File: config.mk
export PLATFORM = sky130hd
export DESIGN_NAME = doorbell_message_unit
export DESIGN_NICKNAME = d
export VERILOG_FILES = /design/src/doorbell_pkg.sv /design/src/doorbell_message_unit.sv
export SDC_FILE = /design/constraint.sdc
export NUM_CORES = 1
export LEC_CHECK = 0
export BUFFER_PORTS_ARGS = -buffer_cell sky130_fd_sc_hd__clkbuf_2
export CORE_UTILIZATION = 55
export CTS_BUF_LIST = sky130_fd_sc_hd__clkbuf_2
export DETAILED_ROUTE_END_ITERATION = 6
export GPL_ROUTABILITY_DRIVEN = 0
export PLACE_DENSITY = 0.82
export SLEW_MARGIN = 15
export SYNTH_ARGS = -nofsm -noshare
export SYNTH_HDL_FRONTEND = slang
export SYNTH_SLANG_ARGS = --single-unit
File: constraint.sdc
create_clock -name core_clk -period 3.3 [get_ports core_clk]
set_input_delay 0.99 -clock core_clk [delete_from_list [all_inputs] [get_ports core_clk]]
set_output_delay 0.99 -clock core_clk [all_outputs]
set_load 0.03 [all_outputs]
File: src/doorbell_pkg.sv
package doorbell_pkg;

  // ----------------------------------------
  // Widths
  // ----------------------------------------
  localparam int AW = 12;
  localparam int CW = 8;
  localparam int DW = 32;

  // ----------------------------------------
  // Agent side: local utilities block offsets
  // ----------------------------------------
  localparam logic [AW-1:0] LOC_IN_STAT_OFF  = 12'h100;
  localparam logic [AW-1:0] LOC_IN_MASK_OFF  = 12'h104;
  localparam logic [AW-1:0] LOC_IN_BELL_OFF  = 12'h120;
  localparam logic [AW-1:0] LOC_OUT_BELL_OFF = 12'h12C;

  // ----------------------------------------
  // Host side: PCI control/status block offsets
  // ----------------------------------------
  localparam logic [AW-1:0] PCI_IN_BELL_OFF  = 12'h020;
  localparam logic [AW-1:0] PCI_OUT_BELL_OFF = 12'h02C;
  localparam logic [AW-1:0] PCI_OUT_STAT_OFF = 12'h030;
  localparam logic [AW-1:0] PCI_OUT_MASK_OFF = 12'h034;

  // ----------------------------------------
  // Configuration space
  // ----------------------------------------
  localparam logic [CW-1:0] CFG_BASE_OFF = 8'h14;

  // ----------------------------------------
  // Field positions and reset values
  // ----------------------------------------
  localparam int BELL_BIT = 3;
  localparam int MCHK_BIT = 4;
  localparam logic [DW-1:0] IN_SRC_BITS  = 32'h0000_0018;
  localparam logic [DW-1:0] OUT_SRC_BITS = 32'h0000_0008;
  localparam logic [DW-1:0] MASK_RST     = 32'hFFFF_FFFF;
  localparam logic [DW-1:0] ZERO_WORD    = 32'h0000_0000;

endpackage : doorbell_pkg

File: src/doorbell_message_unit.sv
`timescale 1ns/1ps
module doorbell_message_unit
  import doorbell_pkg::*;
(
  input  wire logic          core_clk,
  input  wire logic          rst_n,
  input  wire logic          loc_req,
  input  wire logic          loc_we,
  input  wire logic [AW-1:0] loc_addr,
  input  wire logic [DW-1:0] loc_wdata,
  output logic      [DW-1:0] loc_rdata,
  output logic               loc_ack,
  input  wire logic          pci_req,
  input  wire logic          pci_we,
  input  wire logic [AW-1:0] pci_addr,
  input  wire logic [DW-1:0] pci_wdata,
  output logic      [DW-1:0] pci_rdata,
  output logic               pci_ack,
  input  wire logic          cfg_req,
  input  wire logic          cfg_we,
  input  wire logic [CW-1:0] cfg_addr,
  input  wire logic [DW-1:0] cfg_wdata,
  output logic      [DW-1:0] cfg_rdata,
  output logic               cfg_ack,
  input  wire logic          mchk_evt,
  output logic               agent_irq,
  output logic               inta_n
);

  // ----------------------------------------
  // Decode helpers
  // ----------------------------------------
  function automatic logic hit(input logic [AW-1:0] a, input logic [AW-1:0] off);
    hit = (a == off);
  endfunction : hit

  function automatic logic [DW-1:0] gate(input logic en, input logic [DW-1:0] d);
    gate = en ? d : ZERO_WORD;
  endfunction : gate

  // ----------------------------------------
  // State
  // ----------------------------------------
  logic [DW-1:0] in_bell_ff,   nxt_in_bell;
  logic [DW-1:0] out_bell_ff,  nxt_out_bell;
  logic [DW-1:0] in_stat_ff,   nxt_in_stat;
  logic [DW-1:0] out_stat_ff,  nxt_out_stat;
  logic [DW-1:0] in_mask_ff,   nxt_in_mask;
  logic [DW-1:0] out_mask_ff,  nxt_out_mask;
  logic [DW-1:0] base_ff,      nxt_base;
  logic [DW-1:0] loc_rdata_ff, nxt_loc_rdata;
  logic [DW-1:0] pci_rdata_ff, nxt_pci_rdata;
  logic [DW-1:0] cfg_rdata_ff, nxt_cfg_rdata;
  logic          loc_ack_ff,   nxt_loc_ack;
  logic          pci_ack_ff,   nxt_pci_ack;
  logic          cfg_ack_ff,   nxt_cfg_ack;
  logic          irq_ff,       nxt_irq;
  logic          inta_n_ff,    nxt_inta_n;

  logic l_wr, l_rd, p_wr, p_rd;
  logic in_bell_wr_l, in_bell_wr_p, out_bell_wr_l, out_bell_wr_p;
  logic in_bell_rd, out_bell_rd, in_stat_rd, out_stat_rd;

  // ----------------------------------------
  // Access decode for both register windows
  // ----------------------------------------
  assign l_wr = loc_req & loc_we;
  assign l_rd = loc_req & ~loc_we;
  assign p_wr = pci_req & pci_we;
  assign p_rd = pci_req & ~pci_we;
  // Each doorbell answers in both windows
  assign in_bell_wr_l  = l_wr & hit(loc_addr, LOC_IN_BELL_OFF);
  assign in_bell_wr_p  = p_wr & hit(pci_addr, PCI_IN_BELL_OFF);
  assign out_bell_wr_l = l_wr & hit(loc_addr, LOC_OUT_BELL_OFF);
  assign out_bell_wr_p = p_wr & hit(pci_addr, PCI_OUT_BELL_OFF);
  assign in_bell_rd    = (l_rd & hit(loc_addr, LOC_IN_BELL_OFF)) | (p_rd & hit(pci_addr, PCI_IN_BELL_OFF));
  assign out_bell_rd   = (l_rd & hit(loc_addr, LOC_OUT_BELL_OFF)) | (p_rd & hit(pci_addr, PCI_OUT_BELL_OFF));
  assign in_stat_rd    = l_rd & hit(loc_addr, LOC_IN_STAT_OFF);
  assign out_stat_rd   = p_rd & hit(pci_addr, PCI_OUT_STAT_OFF);

  // ----------------------------------------
  // Doorbells, status and masks
  // ----------------------------------------
  // Writes OR in after the read-clear, so a ring in the same cycle is kept
  always_comb begin
    nxt_in_bell  = gate(!in_bell_rd, in_bell_ff) | gate(in_bell_wr_l, loc_wdata)
                 | gate(in_bell_wr_p, pci_wdata);
    nxt_out_bell = gate(!out_bell_rd, out_bell_ff) | gate(out_bell_wr_l, loc_wdata)
                 | gate(out_bell_wr_p, pci_wdata);
    nxt_in_stat  = gate(!in_stat_rd, in_stat_ff);
    nxt_out_stat = gate(!out_stat_rd, out_stat_ff);
    // Status sets regardless of the mask
    if (in_bell_wr_l || in_bell_wr_p) begin
      nxt_in_stat[BELL_BIT] = 1'b1;
    end
    if (mchk_evt) begin
      nxt_in_stat[MCHK_BIT] = 1'b1;
    end
    if (out_bell_wr_l || out_bell_wr_p) begin
      nxt_out_stat[BELL_BIT] = 1'b1;
    end
    nxt_in_mask  = in_mask_ff;
    nxt_out_mask = out_mask_ff;
    nxt_base     = base_ff;
    if (l_wr && hit(loc_addr, LOC_IN_MASK_OFF)) begin
      nxt_in_mask = loc_wdata;
    end
    if (p_wr && hit(pci_addr, PCI_OUT_MASK_OFF)) begin
      nxt_out_mask = pci_wdata;
    end
    if (cfg_req && cfg_we && cfg_addr == CFG_BASE_OFF) begin
      nxt_base = cfg_wdata;
    end
  end

  // ----------------------------------------
  // Interrupt outputs
  // ----------------------------------------
  // One cycle behind status; a mask bit set keeps the line quiet
  always_comb begin
    nxt_irq    = |(in_stat_ff & ~in_mask_ff & IN_SRC_BITS);
    nxt_inta_n = ~|(out_stat_ff & ~out_mask_ff & OUT_SRC_BITS);
  end

  // ----------------------------------------
  // Read data and acknowledge
  // ----------------------------------------
  // Unmapped addresses read as zero and are still acknowledged
  always_comb begin
    nxt_loc_ack   = loc_req;
    nxt_pci_ack   = pci_req;
    nxt_cfg_ack   = cfg_req;
    nxt_loc_rdata = ZERO_WORD;
    nxt_pci_rdata = ZERO_WORD;
    nxt_cfg_rdata = ZERO_WORD;
    if (l_rd) begin
      nxt_loc_rdata = gate(hit(loc_addr, LOC_IN_BELL_OFF), in_bell_ff)
                    | gate(hit(loc_addr, LOC_OUT_BELL_OFF), out_bell_ff)
                    | gate(hit(loc_addr, LOC_IN_STAT_OFF), in_stat_ff)
                    | gate(hit(loc_addr, LOC_IN_MASK_OFF), in_mask_ff);
    end
    if (p_rd) begin
      nxt_pci_rdata = gate(hit(pci_addr, PCI_IN_BELL_OFF), in_bell_ff)
                    | gate(hit(pci_addr, PCI_OUT_BELL_OFF), out_bell_ff)
                    | gate(hit(pci_addr, PCI_OUT_STAT_OFF), out_stat_ff)
                    | gate(hit(pci_addr, PCI_OUT_MASK_OFF), out_mask_ff);
    end
    if (cfg_req && !cfg_we && cfg_addr == CFG_BASE_OFF) begin
      nxt_cfg_rdata = base_ff;
    end
  end

  // ----------------------------------------
  // Registers
  // ----------------------------------------
  // Masks reset set so nothing fires before software is ready
  always_ff @(posedge core_clk) begin
    if (!rst_n) begin
      in_bell_ff   <= ZERO_WORD;
      out_bell_ff  <= ZERO_WORD;
      in_stat_ff   <= ZERO_WORD;
      out_stat_ff  <= ZERO_WORD;
      in_mask_ff   <= MASK_RST;
      out_mask_ff  <= MASK_RST;
      base_ff      <= ZERO_WORD;
      loc_rdata_ff <= ZERO_WORD;
      pci_rdata_ff <= ZERO_WORD;
      cfg_rdata_ff <= ZERO_WORD;
      loc_ack_ff   <= 1'b0;
      pci_ack_ff   <= 1'b0;
      cfg_ack_ff   <= 1'b0;
      irq_ff       <= 1'b0;
      inta_n_ff    <= 1'b1;
    end else begin
      in_bell_ff   <= nxt_in_bell;
      out_bell_ff  <= nxt_out_bell;
      in_stat_ff   <= nxt_in_stat;
      out_stat_ff  <= nxt_out_stat;
      in_mask_ff   <= nxt_in_mask;
      out_mask_ff  <= nxt_out_mask;
      base_ff      <= nxt_base;
      loc_rdata_ff <= nxt_loc_rdata;
      pci_rdata_ff <= nxt_pci_rdata;
      cfg_rdata_ff <= nxt_cfg_rdata;
      loc_ack_ff   <= nxt_loc_ack;
      pci_ack_ff   <= nxt_pci_ack;
      cfg_ack_ff   <= nxt_cfg_ack;
      irq_ff       <= nxt_irq;
      inta_n_ff    <= nxt_inta_n;
    end
  end

  assign loc_rdata = loc_rdata_ff;
  assign loc_ack   = loc_ack_ff;
  assign pci_rdata = pci_rdata_ff;
  assign pci_ack   = pci_ack_ff;
  assign cfg_rdata = cfg_rdata_ff;
  assign cfg_ack   = cfg_ack_ff;
  assign agent_irq = irq_ff;
  assign inta_n    = inta_n_ff;
endmodule : doorbell_message_unit

==> impl_metrics.env <==
export IMPL_status="finished clean"
export IMPL_antenna_found_initial=2
export IMPL_maxSlewHeadroom_pct=52.5
export IMPL_fin_nets=1430
export IMPL_final_common_cell="clkbuf_2"
export IMPL_ioPinCount=238
export IMPL_syn2layout_area_growth_pct=20.3
export IMPL_place_area_um2=11200
export IMPL_setup_viol=0
export IMPL_wl_um=28800
export IMPL_core_area_um2=17400
export IMPL_cts_path_max_buffers=3
export IMPL_yosysSeqAreaShare_pct=54.0
export IMPL_cts_root_buffer="clkbuf_2"
export IMPL_endpoint_kind="output port"
export IMPL_power_leakage_nw=4.97
export IMPL_slew_violations=0
export IMPL_cts_hold_fix_buffers=0
export IMPL_crit_type="register to output port"
export IMPL_rsz0062_at_grt="false"
export IMPL_fin_skew_ns=0.0446
export IMPL_cp_max_fo=1
export IMPL_fin_util_pct=67.8
export IMPL_tightest_slew_ns=0.712
export IMPL_start_util_pct=56.3
export IMPL_wire_per_inst_um=18.4
export IMPL_fp_dieW_um=135
export IMPL_fin_tns_setup_ns=0
export IMPL_ys_ff_latch=264
export IMPL_critical_path_top_delay_family="flip-flops"
export IMPL_clk_latency_ns=0.82
export IMPL_syn_area_um2=9780
export IMPL_crit_path_cell_trace="clkbuf_2"
export IMPL_clk_pin_slew_ns=0.11
export IMPL_min_period_over_period_pct=73.8
export IMPL_drt_iter0_drc=716
export IMPL_cap_violations=0
export IMPL_dieArea_um2=18300
export IMPL_cts_buffers=60
export IMPL_required_ns=2.31
export IMPL_postCtsSetupRepairBufs=0
export IMPL_cts_tree="done"
export IMPL_dpl_hpwl_um=19200
export IMPL_min_period_ns=2.44
export IMPL_grt_max_degree=38
export IMPL_drive_above_1_share_pct=28.4
export IMPL_arrival_ns=1.45
export IMPL_critPathLaunchType="register"
export IMPL_drtPass1Iterations=5
export IMPL_drc=0
export IMPL_cts_htree_levels=2
export IMPL_yosysWarnings=0
export IMPL_syn_inst=1039
export IMPL_final_hold_viol_count=0
export IMPL_grt_ovfl_total=0
export IMPL_ant_nets=0
export IMPL_slowest_delay_ns=0.38
export IMPL_crit_buf_inv=1
export IMPL_hold_path_class="input port to register"
export IMPL_cts_sinks=264
export IMPL_syn_area_per_cell_um2=9.41
export IMPL_slowest_stage="dfxtp_1"
export IMPL_vdd_drop_max_mv=0.251
export IMPL_grt_pass1_wl_um=44100
export IMPL_power_density_nw_per_um2=462
export IMPL_ys_types=42
export IMPL_total_power_mw=5.43
export IMPL_vias_per_cell=5.66
export IMPL_portBuffers=237
export IMPL_rows=48
export IMPL_layout_common_cells="clkbuf_2 (325), dfxtp_1 (264), nand2_1 (130)"
export IMPL_vias=8832
export IMPL_first_global_vias=8339
export IMPL_syn_num_nets=1176
export IMPL_fmax_mhz=410
export IMPL_ctsResizeCount=0
export IMPL_chipHeight_um=135
export IMPL_final_area_um2=11800
export IMPL_grt_total_usage_pct=31.4
==> through the flow <==
stage | hold WS [ns] | std cells | setup WS [ns]
after CTS | 0.320 | 1559 | 0.805
final | 0.395 | 1560 | 0.863
after floorplan | 0.429 | 1039 | 0.603
after global placement | 0.431 | 1456 | 0.389
after global routing | 0.329 | 1560 | 0.782
after detailed placement | 0.439 | 1456 | 0.357
==> logic make-up (layout without fill, tap and decap cells) <==
family	after synthesis	count (layout)	synth area share, %
AOI/OAI and AO/OA	263	263	19.4
buffers and inverters	153	448	6.45
DFF	264	264	54.0
muxes	35	35	3.58
other	0	1	0
and+or+nand+nor	324	324	16.5
==> state kept, by name (all words and copies together), names as in the netlist <==
register	flops
in_mask_ff	32
in_stat_ff	2
cfg_rdata	32
pci_ack	1
out_stat_ff	1
cfg_ack	1
out_mask_ff	32
base_ff	32
pci_rdata	32
loc_ack	1
in_bell_ff	32
agent_irq	1
inta_n	1
out_bell_ff	32
loc_rdata	32
==> worst paths after layout <==
check	startpoint	end	slack (ns)	cells after the start
max	loc_rdata[23]	loc_rdata[23]	0.86	1
min	loc_wdata[21]	in_mask_ff[21]	0.39	3
max reg2reg	out_bell_ff[3]	pci_rdata[3]	2.30	3
min reg2reg	base_ff[16]	cfg_rdata[16]	0.44	1
==> final cells by class <==
type / count / area, um2
flip-flops and latches: 264 / 5290
clock inverters: 15 / 82.6
fillers: 1417 / 5590
diodes: 1 / 2.50
well taps: 225 / 282
multi-input cells: 622 / 3910
repair buffers: 277 / 1510
inverters: 68 / 255
clock buffers: 88 / 440
==> metal layers <==
metal | share of wire [%] | global-route usage (%) | vias to the layer above
li1 | - | - | 4200
met5 | 0 | 0 | -
met2 | 48 | 51.8 | 531
met4 | 2.7 | 12.7 | 0
met1 | 40 | 39.0 | 4045
met3 | 9.8 | 7.89 | 56
==> cells in the mapped netlist (all sizes together) <==
library cell / instances / area, um2
dfxtp: 264 / 5290
nand2: 130 / 488
a22oi: 128 / 961
nand3: 69 / 345
inv: 68 / 255
o21ai: 64 / 320
o2bb2ai: 63 / 552
clkbuf: 59 / 221
nor2: 41 / 154
and2: 37 / 231
mux2i: 35 / 350
buf: 26 / 154
and4: 6 / 52.6
nand4: 5 / 31.3
nor4: 5 / 50.1
nor3: 4 / 25.0
nor3b: 4 / 30.0
nor4b: 4 / 41.3
a41o: 3 / 30.0
or4b: 3 / 30.0
a21oi: 2 / 10.0
a31oi: 2 / 12.5
nand2b: 2 / 12.5
nor4bb: 2 / 20.0
or3b: 2 / 17.5
and3: 1 / 6.26
and3b: 1 / 8.76
and4b: 1 / 10.0
and4bb: 1 / 12.5
nand3b: 1 / 7.51
nand4b: 1 / 8.76
nand4bb: 1 / 11.3
nor2b: 1 / 6.26
o211a: 1 / 10.0
or3: 1 / 6.26
or4: 1 / 11.3
==> power by group <==
part / leakage, nW / switching [mW] / internal [mW]
clock network: 0.402 / 1.21 / 0.780
logic: 2.43 / 0.166 / 0.0924
registers: 2.13 / 0.00155 / 3.19
total: 4.97 / 1.37 / 4.06
Note: power is estimated with default switching activity, not from simulation.
